## src/inc/pcr_pkg.sv

```systemverilog
`default_nettype none
package pcr_pkg;
    // register port widths
    localparam int PCR_ADDR_W = 16;
    localparam int PCR_DATA_W = 16;
    localparam int PCR_STRENGTH_W = 4;

    // word offsets of the eight pad control registers
    localparam logic [PCR_ADDR_W-1:0] PCR_SERIAL_OUT_OFS = 16'h0281;
    localparam logic [PCR_ADDR_W-1:0] PCR_SLAVE_SELECT_OFS = 16'h0282;
    localparam logic [PCR_ADDR_W-1:0] PCR_SERIAL_IN_OFS = 16'h0283;
    localparam logic [PCR_ADDR_W-1:0] PCR_ADDRESS_BIT15_OFS = 16'h0284;
    localparam logic [PCR_ADDR_W-1:0] PCR_FAULT_INDICATOR_OFS = 16'h0285;
    localparam logic [PCR_ADDR_W-1:0] PCR_FRAME_SYNC_OFS = 16'h0286;
    localparam logic [PCR_ADDR_W-1:0] PCR_CONVERSION_TRIGGER_OFS = 16'h0287;
    localparam logic [PCR_ADDR_W-1:0] PCR_SAMPLE_CLOCK_OFS = 16'h0288;

    // reset values: pull-down pads come up released, pull-up pads engaged
    localparam logic [PCR_DATA_W-1:0] PCR_RESET_PULL_OFF = 16'h0000;
    localparam logic [PCR_DATA_W-1:0] PCR_RESET_PULL_ON = 16'h0004;

    // field layout; bits above the pull bit are reserved
    localparam int PCR_PULL_BIT = 2;
    localparam int PCR_DRIVE_LSB = 0;
    localparam int PCR_DRIVE_MSB = 1;
    localparam logic [PCR_DATA_W-1:0] PCR_FIELD_MASK = 16'h0007;
    localparam logic [PCR_DATA_W-1:0] PCR_READ_IDLE = 16'h0000;

    // drive strength codes
    typedef enum logic [1:0] {
        PCR_DRV_LOWEST = 2'h0,
        PCR_DRV_LOW = 2'h1,
        PCR_DRV_HIGH = 2'h2,
        PCR_DRV_HIGHEST = 2'h3
    } pcr_drive_t;

    // one-hot strength selects, bit 0 lowest up to bit 3 highest
    localparam logic [PCR_STRENGTH_W-1:0] PCR_SEL_LOWEST = 4'h1;
    localparam logic [PCR_STRENGTH_W-1:0] PCR_SEL_LOW = 4'h2;
    localparam logic [PCR_STRENGTH_W-1:0] PCR_SEL_HIGH = 4'h4;
    localparam logic [PCR_STRENGTH_W-1:0] PCR_SEL_HIGHEST = 4'h8;
endpackage : pcr_pkg
`default_nettype wire

```

## src/hw/pcr_pad_reg.sv

```systemverilog
`timescale 1ns/1ns
`default_nettype none
module pcr_pad_reg #(
    parameter logic [pcr_pkg::PCR_DATA_W-1:0] RESET_VALUE = pcr_pkg::PCR_RESET_PULL_OFF
) (
    input wire logic clk_in,
    input wire logic rst_in,
    input wire logic wr_en_in,
    input wire logic [pcr_pkg::PCR_DATA_W-1:0] wdata_in,
    output logic pull_en_out,
    output pcr_pkg::pcr_drive_t drive_code_out,
    output logic [pcr_pkg::PCR_DATA_W-1:0] rdata_out
);
    import pcr_pkg::*;

    logic [PCR_DATA_W-1:0] field;

    // only pull and drive bits are stored, so reserved bits cannot stick
    always_ff @(posedge clk_in) begin
        if (rst_in) begin
            field <= RESET_VALUE & PCR_FIELD_MASK;
        end else if (wr_en_in) begin
            field <= wdata_in & PCR_FIELD_MASK;
        end
    end

    // 0 releases the pull resistor, 1 engages it
    assign pull_en_out = field[PCR_PULL_BIT];
    assign drive_code_out = pcr_drive_t'(field[PCR_DRIVE_MSB:PCR_DRIVE_LSB]);
    assign rdata_out = field;
endmodule : pcr_pad_reg
`default_nettype wire

```

## src/hw/pcr_drive_decode.sv

```systemverilog
`timescale 1ns/1ns
`default_nettype none
module pcr_drive_decode (
    input wire logic clk_in,
    input wire logic rst_in,
    input wire pcr_pkg::pcr_drive_t code_in,
    output logic [pcr_pkg::PCR_STRENGTH_W-1:0] strength_out
);
    import pcr_pkg::*;

    logic [PCR_STRENGTH_W-1:0] next_strength;

    // code to one-hot pad strength leg select
    always_comb begin
        case (code_in)
            PCR_DRV_LOWEST: next_strength = PCR_SEL_LOWEST;
            PCR_DRV_LOW: next_strength = PCR_SEL_LOW;
            PCR_DRV_HIGH: next_strength = PCR_SEL_HIGH;
            default: next_strength = PCR_SEL_HIGHEST;
        endcase
    end

    // registered so the pad sees a glitch-free select
    always_ff @(posedge clk_in) begin
        if (rst_in) begin
            strength_out <= PCR_SEL_LOWEST;
        end else begin
            strength_out <= next_strength;
        end
    end
endmodule : pcr_drive_decode
`default_nettype wire

```

## src/hw/pcr_pad_ctrl_bank.sv

```systemverilog
// What this block does
// - serial-out pad register at 0x281, resets 0x0000, bit 2 pull-down, bits 1:0 drive.
// - drive code 00 lowest, 01 low, 10 high, 11 highest strength.
// - pull bit 2 written 0 disables the pull resistor, 1 enables it.
// - slave-select pad register at 0x282, resets 0x0004, pull-up on after reset.
// - serial-in pad register at 0x283, resets 0x0000, bit 2 pull-down, drive bits.
// - address-bit-15 pad register at 0x284, resets 0x0000, pull-down and drive.
// - in parallel mode address-bit-15 drive also sets parallel data bit 6.
// - fault pad register at 0x285, resets 0x0004, pull-up on, drive bits.
// - frame-sync pad register at 0x286, resets 0x0000, pull-down and drive bits.
// - in parallel mode frame-sync drive also sets parallel data bit 7.
// - conversion-trigger pad register at 0x287, resets 0x0004, pull-up on, drive bits.
// - sample-clock pad register at 0x288, resets 0x0000, pull-down and drive bits.
`timescale 1ns/1ns
`default_nettype none
module pcr_pad_ctrl_bank (
    input wire logic MCLK_IN,
    input wire logic RST_IN,
    input wire logic [pcr_pkg::PCR_ADDR_W-1:0] REG_ADDR_IN,
    input wire logic REG_WR_IN,
    input wire logic REG_RD_IN,
    input wire logic [pcr_pkg::PCR_DATA_W-1:0] REG_WDATA_IN,
    output logic [pcr_pkg::PCR_DATA_W-1:0] REG_RDATA_OUT,
    output logic REG_ACK_OUT,
    output logic REG_ERR_OUT,
    input wire logic PARALLEL_PORT_MODE_IN,
    output logic SERIAL_OUT_PULL_EN_OUT,
    output logic [pcr_pkg::PCR_STRENGTH_W-1:0] SERIAL_OUT_DRIVE_OUT,
    output logic SLAVE_SELECT_PULL_EN_OUT,
    output logic [pcr_pkg::PCR_STRENGTH_W-1:0] SLAVE_SELECT_DRIVE_OUT,
    output logic SERIAL_IN_PULL_EN_OUT,
    output logic [pcr_pkg::PCR_STRENGTH_W-1:0] SERIAL_IN_DRIVE_OUT,
    output logic ADDRESS_BIT15_PULL_EN_OUT,
    output logic [pcr_pkg::PCR_STRENGTH_W-1:0] ADDRESS_BIT15_DRIVE_OUT,
    output logic FAULT_INDICATOR_PULL_EN_OUT,
    output logic [pcr_pkg::PCR_STRENGTH_W-1:0] FAULT_INDICATOR_DRIVE_OUT,
    output logic FRAME_SYNC_PULL_EN_OUT,
    output logic [pcr_pkg::PCR_STRENGTH_W-1:0] FRAME_SYNC_DRIVE_OUT,
    output logic CONVERSION_TRIGGER_PULL_EN_OUT,
    output logic [pcr_pkg::PCR_STRENGTH_W-1:0] CONVERSION_TRIGGER_DRIVE_OUT,
    output logic SAMPLE_CLOCK_PULL_EN_OUT,
    output logic [pcr_pkg::PCR_STRENGTH_W-1:0] SAMPLE_CLOCK_DRIVE_OUT,
    output logic [pcr_pkg::PCR_STRENGTH_W-1:0] PARALLEL_DATA_BIT6_DRIVE_OUT,
    output logic [pcr_pkg::PCR_STRENGTH_W-1:0] PARALLEL_DATA_BIT7_DRIVE_OUT
);
    import pcr_pkg::*;

    // address decode results
    logic sel_serial_out;
    logic sel_slave_select;
    logic sel_serial_in;
    logic sel_address_bit15;
    logic sel_fault_indicator;
    logic sel_frame_sync;
    logic sel_conversion_trigger;
    logic sel_sample_clock;
    logic sel_none;

    // register readback values
    logic [PCR_DATA_W-1:0] rd_serial_out;
    logic [PCR_DATA_W-1:0] rd_slave_select;
    logic [PCR_DATA_W-1:0] rd_serial_in;
    logic [PCR_DATA_W-1:0] rd_address_bit15;
    logic [PCR_DATA_W-1:0] rd_fault_indicator;
    logic [PCR_DATA_W-1:0] rd_frame_sync;
    logic [PCR_DATA_W-1:0] rd_conversion_trigger;
    logic [PCR_DATA_W-1:0] rd_sample_clock;
    logic [PCR_DATA_W-1:0] next_rdata;

    // drive codes: stored per pad, muxed for the parallel data legs
    pcr_drive_t serial_out_drive_code;
    pcr_drive_t slave_select_drive_code;
    pcr_drive_t serial_in_drive_code;
    pcr_drive_t address_bit15_drive_code;
    pcr_drive_t fault_indicator_drive_code;
    pcr_drive_t frame_sync_drive_code;
    pcr_drive_t conversion_trigger_drive_code;
    pcr_drive_t sample_clock_drive_code;
    pcr_drive_t parallel_data_bit6_code;
    pcr_drive_t parallel_data_bit7_code;

    // pull enables straight from the stored field
    logic address_bit15_pull_en;
    logic frame_sync_pull_en;

    // decode the word offset; anything else is unmapped
    always_comb begin
        sel_serial_out = 1'b0;
        sel_slave_select = 1'b0;
        sel_serial_in = 1'b0;
        sel_address_bit15 = 1'b0;
        sel_fault_indicator = 1'b0;
        sel_frame_sync = 1'b0;
        sel_conversion_trigger = 1'b0;
        sel_sample_clock = 1'b0;
        sel_none = 1'b0;
        if (REG_ADDR_IN == PCR_SERIAL_OUT_OFS) begin
            sel_serial_out = 1'b1;
        end else if (REG_ADDR_IN == PCR_SLAVE_SELECT_OFS) begin
            sel_slave_select = 1'b1;
        end else if (REG_ADDR_IN == PCR_SERIAL_IN_OFS) begin
            sel_serial_in = 1'b1;
        end else if (REG_ADDR_IN == PCR_ADDRESS_BIT15_OFS) begin
            sel_address_bit15 = 1'b1;
        end else if (REG_ADDR_IN == PCR_FAULT_INDICATOR_OFS) begin
            sel_fault_indicator = 1'b1;
        end else if (REG_ADDR_IN == PCR_FRAME_SYNC_OFS) begin
            sel_frame_sync = 1'b1;
        end else if (REG_ADDR_IN == PCR_CONVERSION_TRIGGER_OFS) begin
            sel_conversion_trigger = 1'b1;
        end else if (REG_ADDR_IN == PCR_SAMPLE_CLOCK_OFS) begin
            sel_sample_clock = 1'b1;
        end else begin
            sel_none = 1'b1;
        end
    end

    // serial-out pad, pull-down, released at reset
    pcr_pad_reg #(
        .RESET_VALUE(PCR_RESET_PULL_OFF)
    ) u_serial_out (
        .clk_in(MCLK_IN),
        .rst_in(RST_IN),
        .wr_en_in(REG_WR_IN && sel_serial_out),
        .wdata_in(REG_WDATA_IN),
        .pull_en_out(SERIAL_OUT_PULL_EN_OUT),
        .drive_code_out(serial_out_drive_code),
        .rdata_out(rd_serial_out)
    );

    // slave-select pad, pull-up engaged at reset so the select idles high
    pcr_pad_reg #(
        .RESET_VALUE(PCR_RESET_PULL_ON)
    ) u_slave_select (
        .clk_in(MCLK_IN),
        .rst_in(RST_IN),
        .wr_en_in(REG_WR_IN && sel_slave_select),
        .wdata_in(REG_WDATA_IN),
        .pull_en_out(SLAVE_SELECT_PULL_EN_OUT),
        .drive_code_out(slave_select_drive_code),
        .rdata_out(rd_slave_select)
    );

    // serial-in pad, pull-down
    pcr_pad_reg #(
        .RESET_VALUE(PCR_RESET_PULL_OFF)
    ) u_serial_in (
        .clk_in(MCLK_IN),
        .rst_in(RST_IN),
        .wr_en_in(REG_WR_IN && sel_serial_in),
        .wdata_in(REG_WDATA_IN),
        .pull_en_out(SERIAL_IN_PULL_EN_OUT),
        .drive_code_out(serial_in_drive_code),
        .rdata_out(rd_serial_in)
    );

    // address-bit-15 pad, shared with parallel data bit 6
    pcr_pad_reg #(
        .RESET_VALUE(PCR_RESET_PULL_OFF)
    ) u_address_bit15 (
        .clk_in(MCLK_IN),
        .rst_in(RST_IN),
        .wr_en_in(REG_WR_IN && sel_address_bit15),
        .wdata_in(REG_WDATA_IN),
        .pull_en_out(address_bit15_pull_en),
        .drive_code_out(address_bit15_drive_code),
        .rdata_out(rd_address_bit15)
    );

    // fault indicator pad, pull-up engaged at reset
    pcr_pad_reg #(
        .RESET_VALUE(PCR_RESET_PULL_ON)
    ) u_fault_indicator (
        .clk_in(MCLK_IN),
        .rst_in(RST_IN),
        .wr_en_in(REG_WR_IN && sel_fault_indicator),
        .wdata_in(REG_WDATA_IN),
        .pull_en_out(FAULT_INDICATOR_PULL_EN_OUT),
        .drive_code_out(fault_indicator_drive_code),
        .rdata_out(rd_fault_indicator)
    );

    // frame-sync pad, shared with parallel data bit 7
    pcr_pad_reg #(
        .RESET_VALUE(PCR_RESET_PULL_OFF)
    ) u_frame_sync (
        .clk_in(MCLK_IN),
        .rst_in(RST_IN),
        .wr_en_in(REG_WR_IN && sel_frame_sync),
        .wdata_in(REG_WDATA_IN),
        .pull_en_out(frame_sync_pull_en),
        .drive_code_out(frame_sync_drive_code),
        .rdata_out(rd_frame_sync)
    );

    // conversion trigger input pad, pull-up keeps it idle when undriven
    pcr_pad_reg #(
        .RESET_VALUE(PCR_RESET_PULL_ON)
    ) u_conversion_trigger (
        .clk_in(MCLK_IN),
        .rst_in(RST_IN),
        .wr_en_in(REG_WR_IN && sel_conversion_trigger),
        .wdata_in(REG_WDATA_IN),
        .pull_en_out(CONVERSION_TRIGGER_PULL_EN_OUT),
        .drive_code_out(conversion_trigger_drive_code),
        .rdata_out(rd_conversion_trigger)
    );

    // sample-data clock pad, pull-down
    pcr_pad_reg #(
        .RESET_VALUE(PCR_RESET_PULL_OFF)
    ) u_sample_clock (
        .clk_in(MCLK_IN),
        .rst_in(RST_IN),
        .wr_en_in(REG_WR_IN && sel_sample_clock),
        .wdata_in(REG_WDATA_IN),
        .pull_en_out(SAMPLE_CLOCK_PULL_EN_OUT),
        .drive_code_out(sample_clock_drive_code),
        .rdata_out(rd_sample_clock)
    );

    assign ADDRESS_BIT15_PULL_EN_OUT = address_bit15_pull_en;
    assign FRAME_SYNC_PULL_EN_OUT = frame_sync_pull_en;

    // shared pins: parallel data legs follow the pin's drive only in parallel mode,
    // otherwise they sit at the weakest setting to limit edge noise
    assign parallel_data_bit6_code = PARALLEL_PORT_MODE_IN ?
        address_bit15_drive_code : PCR_DRV_LOWEST;
    assign parallel_data_bit7_code = PARALLEL_PORT_MODE_IN ?
        frame_sync_drive_code : PCR_DRV_LOWEST;

    // strength decoders, one per pad leg
    pcr_drive_decode u_dec_serial_out (
        .clk_in(MCLK_IN),
        .rst_in(RST_IN),
        .code_in(serial_out_drive_code),
        .strength_out(SERIAL_OUT_DRIVE_OUT)
    );

    pcr_drive_decode u_dec_slave_select (
        .clk_in(MCLK_IN),
        .rst_in(RST_IN),
        .code_in(slave_select_drive_code),
        .strength_out(SLAVE_SELECT_DRIVE_OUT)
    );

    pcr_drive_decode u_dec_serial_in (
        .clk_in(MCLK_IN),
        .rst_in(RST_IN),
        .code_in(serial_in_drive_code),
        .strength_out(SERIAL_IN_DRIVE_OUT)
    );

    pcr_drive_decode u_dec_address_bit15 (
        .clk_in(MCLK_IN),
        .rst_in(RST_IN),
        .code_in(address_bit15_drive_code),
        .strength_out(ADDRESS_BIT15_DRIVE_OUT)
    );

    pcr_drive_decode u_dec_fault_indicator (
        .clk_in(MCLK_IN),
        .rst_in(RST_IN),
        .code_in(fault_indicator_drive_code),
        .strength_out(FAULT_INDICATOR_DRIVE_OUT)
    );

    pcr_drive_decode u_dec_frame_sync (
        .clk_in(MCLK_IN),
        .rst_in(RST_IN),
        .code_in(frame_sync_drive_code),
        .strength_out(FRAME_SYNC_DRIVE_OUT)
    );

    pcr_drive_decode u_dec_conversion_trigger (
        .clk_in(MCLK_IN),
        .rst_in(RST_IN),
        .code_in(conversion_trigger_drive_code),
        .strength_out(CONVERSION_TRIGGER_DRIVE_OUT)
    );

    pcr_drive_decode u_dec_sample_clock (
        .clk_in(MCLK_IN),
        .rst_in(RST_IN),
        .code_in(sample_clock_drive_code),
        .strength_out(SAMPLE_CLOCK_DRIVE_OUT)
    );

    pcr_drive_decode u_dec_parallel_bit6 (
        .clk_in(MCLK_IN),
        .rst_in(RST_IN),
        .code_in(parallel_data_bit6_code),
        .strength_out(PARALLEL_DATA_BIT6_DRIVE_OUT)
    );

    pcr_drive_decode u_dec_parallel_bit7 (
        .clk_in(MCLK_IN),
        .rst_in(RST_IN),
        .code_in(parallel_data_bit7_code),
        .strength_out(PARALLEL_DATA_BIT7_DRIVE_OUT)
    );

    // readback mux; unmapped offsets read as zero
    always_comb begin
        next_rdata = PCR_READ_IDLE;
        if (sel_serial_out) begin
            next_rdata = rd_serial_out;
        end else if (sel_slave_select) begin
            next_rdata = rd_slave_select;
        end else if (sel_serial_in) begin
            next_rdata = rd_serial_in;
        end else if (sel_address_bit15) begin
            next_rdata = rd_address_bit15;
        end else if (sel_fault_indicator) begin
            next_rdata = rd_fault_indicator;
        end else if (sel_frame_sync) begin
            next_rdata = rd_frame_sync;
        end else if (sel_conversion_trigger) begin
            next_rdata = rd_conversion_trigger;
        end else if (sel_sample_clock) begin
            next_rdata = rd_sample_clock;
        end
    end

    // read data held until the next read; reserved bits forced low again
    // so a future field widening cannot leak stray bits
    always_ff @(posedge MCLK_IN) begin
        if (RST_IN) begin
            REG_RDATA_OUT <= PCR_READ_IDLE;
        end else if (REG_RD_IN) begin
            REG_RDATA_OUT <= next_rdata & PCR_FIELD_MASK;
        end
    end

    // one-cycle acknowledge for any access, error flag for unmapped ones
    always_ff @(posedge MCLK_IN) begin
        if (RST_IN) begin
            REG_ACK_OUT <= 1'b0;
            REG_ERR_OUT <= 1'b0;
        end else begin
            REG_ACK_OUT <= REG_RD_IN || REG_WR_IN;
            REG_ERR_OUT <= (REG_RD_IN || REG_WR_IN) && sel_none;
        end
    end
endmodule : pcr_pad_ctrl_bank
`default_nettype wire

```

## config.mk

```make
export PLATFORM = sky130hd
export DESIGN_NAME = pcr_pad_ctrl_bank
export DESIGN_NICKNAME = d
export VERILOG_FILES = /design/src/inc/pcr_pkg.sv /design/src/hw/pcr_pad_reg.sv /design/src/hw/pcr_drive_decode.sv /design/src/hw/pcr_pad_ctrl_bank.sv
export SDC_FILE = /design/constraint.sdc
export NUM_CORES = 1
export LEC_CHECK = 0
export ABC_AREA = 0
export ABC_CLOCK_PERIOD_IN_PS = 2500
export BUFFER_PORTS_ARGS = -buffer_cell sky130_fd_sc_hd__buf_2
export CAP_MARGIN = 5
export CORE_MARGIN = 1.5
export CORE_UTILIZATION = 52
export CTS_CLUSTER_SIZE = 10
export DETAILED_ROUTE_END_ITERATION = 8
export PLACE_DENSITY = 0.92
export SYNTH_ARGS = -nofsm -noshare
export SYNTH_HDL_FRONTEND = slang
export SYNTH_HIERARCHICAL = 1
export SYNTH_SLANG_ARGS = --single-unit
export TNS_END_PERCENT = 20
```

## constraint.sdc

```tcl
create_clock -name MCLK_IN -period 2.5 [get_ports MCLK_IN]
set_input_delay 0.625 -clock MCLK_IN [delete_from_list [all_inputs] [get_ports MCLK_IN]]
set_output_delay 0.625 -clock MCLK_IN [all_outputs]
set_load 0.02 [all_outputs]
```

==> impl_metrics.yaml, run 1 <==
cells_and_area:
  area_growth_pct: 15.7
  multi_input_area_mm2: 0.00121
  post_route_cells_drive_above_1_share_pct: 32.4
  antenna_cells: 0
  fillers: 432
  finalNetCount: 378
  register_area_mm2: 0.00138
sta:
  report.final.slew_viol_count: 0
  fin_worst_hold_slack_ns: 0.504
  setup_slack_ns: 0.451
  rsz0062_at_grt: "false"
  timing.clock.skew_ns: 0.00621
  final.min_clock_period_ns: 2.05
  period_share_pct: 82.0
  setup-tns-final_ns: 0
  setup_viol: 0
  maximum_clock_rate_ghz: 0.488
  final-hold-violation-count: 0
drt:
  route.detailed.vias_per_inst: 5.11
  route.detailed.wl_per_inst_um: 13.1
  route.met3.wl_um: 352
  detail_route.first_pass.iterations: 4
  dr.max_layer_used: "met4"
  drcViolationCount: 0
  route.layer.met1.wl_um: 2350
  ant_nets: 0
  postRouteWirelength_um: 5470
  wl_met2_um: 2630
  drt_iter0_markers: 93
  via_count: 2126
clock_tree:
  cts_root_buffer: "clkbuf_8"
  cts.clk_slew.worst_paths_ns: 0.07
  ctsLongestPathBuffers: 2
  htree_levels: 3
  cts_num_sinks: 69
  clk-insertion-delay-late_ns: 0.35
  cts_post_setup_buffers_inserted: 0
  total_of_cells_resized_after_clock_tree_synthesis: 0
  cts-hold-fix-buffers: 0
  cts_buffers: 9
  cts_tree: "done"
floorplanning:
  die_area_mm2: 0.00594
  top_level_ports: 103
  core.rowCount: 26
  effective_utilization_at_floorplan_pct: 54.8
  die_y_um: 77.1
  die_width_um: 77.1
  floorplan.core_area_mm2: 0.00520
synthesis:
  post_synth_instance_area_mm2: 0.00285
  synth.yosys.warnings: 6
  syn-instance-count: 277
  postSynthAreaPerCell_um2: 10.3
hold_path:
  hold_path_class: "flop to flop"
  worst_hold_startpoint: "u_fault_indicator/rdata_out[0]$_SDFFE_PP0P_"
setup_path:
  setup.worst_path.start_class: "input pin"
  critPathTopFamily: "simple AND/OR/NAND/NOR gates"
  crit_chain: "buf_2 -> nor4_1 -> and3_1 -> nand2_1 -> nor4_1 -> buf_4 -> nor2b_1 -> a211o_1"
  worstPathArrival_ns: 2.29
  critical_path_type: "input pin to flop"
  critPathBufInv: 2
  crit_path_start: "REG_ADDR_IN[15]"
  setup.worst_path.end_class: "flop"
  worstPathRequired_ns: 2.74
  top_cell_by_count_worst_path: "nor4_1"
  worstReg2RegStart: "u_conversion_trigger/rdata_out[1]$_SDFFE_PP0P_"
  timing.critical_path.fanout_max: 4
  timing.critical_path.slowest_cell_delay_ns: 0.37
  timing.critical_path.slowest_stage_cell: "nor4_1"
power:
  p_per_area_mw_per_mm2: 632
  vdd_ir_drop_max_mv: 0.355
  total_leakage_power_nw: 1.45
  totalPowerFinal_mw: 2.09
place:
  detailedPlacementHpwl_um: 3890
  globalplace.congestion: 0.848
  post_place_setup_slack_ns: 0.113
  numPortBuffers: 76
global_route:
  grt_pass1_vias: 1966
  grt_antenna_before_repair: 0
  grt_first_pass_wirelength_um: 9000
  globalRoute.totalOverflow: 0
  pin_count_of_the_biggest_net_entering_global_routing: 30
  grt.total_usage_pct: 19.7
flow_run:
  maxCapViolCount: 0
outcome:
  run_status: "complete, no violations"
[final cells by class]
type / count / share of cell area, %
Sequential cell: 69 / 41.8
Multi-Input combinational cell: 178 / 36.6
Timing Repair Buffer: 83 / 13.1
Clock buffer: 10 / 3.87
Tap cell: 70 / 2.65
Clock inverter: 6 / 1.93
[worst register-to-register path: cells and delay by family (launching register included)]
| kind | cells | cell delay (ns) |
|---|---|---|
| compound gates | 3 | 0.71 |
| flops | 1 | 0.41 |
| simple gates | 1 | 0.13 |
[state kept, by name, indices dropped and copies added (netlist names), 3 cells and up]
register,flops
u_dec_address_bit15/strength_out,4
u_dec_conversion_trigger/strength_out,4
u_dec_fault_indicator/strength_out,4
u_dec_frame_sync/strength_out,4
u_dec_parallel_bit6/strength_out,4
u_dec_parallel_bit7/strength_out,4
u_dec_sample_clock/strength_out,4
u_dec_serial_in/strength_out,4
u_dec_serial_out/strength_out,4
u_dec_slave_select/strength_out,4
REG_RDATA_OUT,3
u_address_bit15/rdata_out,3
u_conversion_trigger/rdata_out,3
u_fault_indicator/rdata_out,3
u_frame_sync/rdata_out,3
u_sample_clock/rdata_out,3
u_serial_in/rdata_out,3
u_serial_out/rdata_out,3
u_slave_select/rdata_out,3
[cells in the final DEF (no fill, tap or decap), types with 2 or more instances in the layout]
cell type / n
a2111oi_1: 2
a211o_1: 3
a21oi_1: 6
a32oi_1: 3
and2_1: 4
and3_1: 2
and3b_2: 10
buf_2: 76
buf_4: 7
clkbuf_8: 9
clkinv_2: 2
clkinvlp_4: 2
conb_1: 13
dfxtp_1: 69
mux2i_1: 24
nand2_1: 5
nand2b_1: 6
nor2_1: 33
nor2b_1: 5
nor3_1: 5
nor3b_1: 21
nor4_1: 6
nor4b_1: 2
o21ai_0: 6
o21bai_1: 10
o31a_1: 3
[per-stage QoR]
step | utilization [%] | cells | instance area [um^2]
CTS | 63.4 | 416 | 3300
global route | 63.4 | 416 | 3300
finish | 63.4 | 416 | 3300
detailed placement | 59.8 | 400 | 3110
global placement | 59.8 | 400 | 3110
floorplan | - | 289 | 2900
[routing by layer]
metal	up-vias	track usage, %
li1	1060	-
met1	983	23.6
met2	71	31.9
met3	12	4.17
met4	0	12.5
met5	-	0
[where the power goes]
group	switching (mW)	leakage, nW	total [mW]	internal (mW)
clock	0.411	0.0923	0.869	0.458
sequential	0.000580	0.557	1.10	1.10
combinational	0.0775	0.806	0.116	0.0382
total	0.489	1.45	2.09	1.60
[path summary, 6_finish.rpt]
kind                                                                    endpoint  slack, ns  cells past startpoint
worst max-delay path                    u_slave_select/rdata_out[2]$_SDFFE_PP1P_       0.45                      8
worst min register to register  u_dec_fault_indicator/strength_out[0]$_SDFF_PP1_       0.50                      1
worst min-delay path            u_dec_fault_indicator/strength_out[0]$_SDFF_PP1_       0.50                      1
worst max register to register                     REG_RDATA_OUT[1]$_SDFFE_PP0P_       1.21                      4
Power figures use the tool's default switching activity.
==> run 2, diff against run 1 <==
--- a/config.mk
+++ b/config.mk
@@ -5,15 +5,15 @@
 export SDC_FILE = /design/constraint.sdc
 export NUM_CORES = 1
 export LEC_CHECK = 0
-export ABC_AREA = 0
-export ABC_CLOCK_PERIOD_IN_PS = 2500
+export ABC_AREA = 1
+export ABC_CLOCK_PERIOD_IN_PS = 1700
 export BUFFER_PORTS_ARGS = -buffer_cell sky130_fd_sc_hd__buf_2
 export CAP_MARGIN = 5
 export CORE_MARGIN = 1.5
-export CORE_UTILIZATION = 52
+export CORE_UTILIZATION = 48
 export CTS_CLUSTER_SIZE = 10
 export DETAILED_ROUTE_END_ITERATION = 8
-export PLACE_DENSITY = 0.92
+export PLACE_DENSITY = 0.89
 export SYNTH_ARGS = -nofsm -noshare
 export SYNTH_HDL_FRONTEND = slang
 export SYNTH_HIERARCHICAL = 1
==> constraint.sdc (replaced) <==
create_clock -name MCLK_IN -period 1.7 [get_ports MCLK_IN]
set_input_delay 0.425 -clock MCLK_IN [delete_from_list [all_inputs] [get_ports MCLK_IN]]
set_output_delay 0.425 -clock MCLK_IN [all_outputs]
set_load 0.02 [all_outputs]
==> impl_metrics.yaml, run 2 <==
floorplanning:
  die_width_um: 82.0
  die_y_um: 82.0
  die_area_mm2: 0.00673
  top_level_ports: 103
  effective_utilization_at_floorplan_pct: 50.1
  floorplan.core_area_mm2: 0.00599
  core.rowCount: 28
cells_and_area:
  utilization_pct: 59.0
  area_growth_pct: 17.9
  stdcell_area_mm2: 0.00354
  antenna_cells: 0
  finalNetCount: 536
  final_cell_mix: "nand2_1, nor2_1, buf_2, dfxtp_1, inv_1"
  post_route_cells_drive_above_1_share_pct: 23.8
  layout_commonest_cell: "nand2_1"
  fillers: 545
setup_path:
  worstPathRequired_ns: 1.94
  crit_path_start: "REG_ADDR_IN[11]"
  setup.worst_path.start_class: "input pin"
  worstPathArrival_ns: 1.63
  setup.reg_to_reg.worst_slack_ns: 0.59
  timing.critical_path.fanout_max: 8
  critical_path_type: "input pin to flop"
  timing.critical_path.slowest_stage_cell: "nor2_1"
  timing.critical_path.slowest_cell_delay_ns: 0.32
  crit_chain: "buf_2 -> nor2_1 -> nand4_1 -> inv_1 -> nand2_1 -> nor2_1 -> nand2_1 -> nand2_1 -> nor2_1"
  worstReg2RegStart: "u_frame_sync/rdata_out[1]$_SDFFE_PP0P_"
  setup.worst_path.end_class: "flop"
power:
  vdd_ir_drop_max_mv: 0.594
  p_per_area_mw_per_mm2: 892
  total_leakage_power_nw: 1.80
  cellInternalPower_mw: 2.36
  power.clock.fraction_pct: 43.1
  switchingPower_mw: 0.790
  p_comb_share_pct: 5.5
  seq_power_share_pct: 51.3
  power.switching_fraction_pct: 25.1
drt:
  route.detailed.vias_per_inst: 4.67
  drcViolationCount: 0
  postRouteWirelength_um: 6410
  drt_iter0_markers: 145
  detail_route.first_pass.iterations: 4
  via_count: 2704
  route.detailed.wl_per_inst_um: 11.1
  ant_nets: 0
clock_tree:
  cts_num_sinks: 69
  ctsLongestPathBuffers: 2
  cts_buffers: 9
  cts-hold-fix-buffers: 0
  cts_post_setup_buffers_inserted: 0
  total_of_cells_resized_after_clock_tree_synthesis: 0
  cts_tree: "done"
  cts_root_buffer: "clkbuf_8"
  clk-insertion-delay-late_ns: 0.35
  cts.clk_slew.worst_paths_ns: 0.07
  htree_levels: 3
synthesis:
  syn-instance-count: 426
  postSynthAreaPerCell_um2: 7.04
  synth.yosys.warnings: 6
  post_synth_instance_area_mm2: 0.00300
sta:
  final.min_clock_period_ns: 1.39
  rsz0062_at_grt: "false"
  maximum_clock_rate_ghz: 0.720
  final-hold-violation-count: 0
  setup_viol: 0
  timing.clock.skew_ns: 0.00705
  report.final.slew_viol_count: 0
  period_share_pct: 81.7
place:
  globalplace.congestion: 0.921
  placed_area_mm2: 0.00333
  detailedPlacementHpwl_um: 4750
  numPortBuffers: 76
hold_path:
  worst_hold_startpoint: "REG_RD_IN"
  hold_path_class: "input pin to flop"
global_route:
  globalRoute.totalOverflow: 0
  pin_count_of_the_biggest_net_entering_global_routing: 19
  grt_antenna_before_repair: 0
  grt_first_pass_wirelength_um: 10200
  grt_pass1_vias: 2428
  grt.total_usage_pct: 20.6
outcome:
  run_status: "complete, no violations"
flow_run:
  maxCapViolCount: 0
[run 2: worst max-delay path: cells and delay by family]
kind                   cells  cell delay, ns
buffers and inverters      2            0.30
AND/OR/NAND/NOR            7            0.90
[run 2: power by group through the flow]
stage | clock (mW) | sequential [mW] | combinational, mW
global placement | 0 | 1.66 | 0.165
finish | 1.36 | 1.62 | 0.174
floorplan | 0 | 1.66 | 0.114
CTS | 1.38 | 1.62 | 0.172
global route | 1.47 | 1.62 | 0.193
detailed placement | 0 | 1.66 | 0.171
[run 2: final cells by class]
type                    count  area, um^2  area share, %
repair buffers             89         490           13.9
clock buffers               9         124           3.50
flip-flops and latches     69        1380           39.1
multi-input cells         272        1150           32.5
inverters                  58         218           6.16
well taps                  75        93.8           2.65
clock inverters             7        80.1           2.26
[run 2: final timing paths]
path / endpoint / cells past startpoint
min: REG_RDATA_OUT[0]$_SDFFE_PP0P_ / 3
max reg2reg: REG_RDATA_OUT[1]$_SDFFE_PP0P_ / 6
max: u_sample_clock/rdata_out[0]$_SDFFE_PP0P_ / 9
min reg2reg: REG_RDATA_OUT[1]$_SDFFE_PP0P_ / 2
[run 2: per-stage QoR]
step	cells	hold WS, ns	setup slack (ns)	TNS (ns)	total power, mW
after global routing	579	0.362	0.132	0	3.28
final	579	0.363	0.312	0	3.15
after CTS	579	0.348	0.325	0	3.18
after floorplan	438	0.446	0.149	0	1.77
after detailed placement	563	0.467	-0.0125	-0.0372	1.83
after global placement	563	0.458	0.0470	0	1.82
[run 2: layer usage]
metal	routed length (um)	up-vias	GRT usage, %
met5	0	-	0
met4	120	0	8.47
met3	419	12	7.56
met2	3170	91	35.7
met1	2700	1209	22.4
li1	-	1392	-
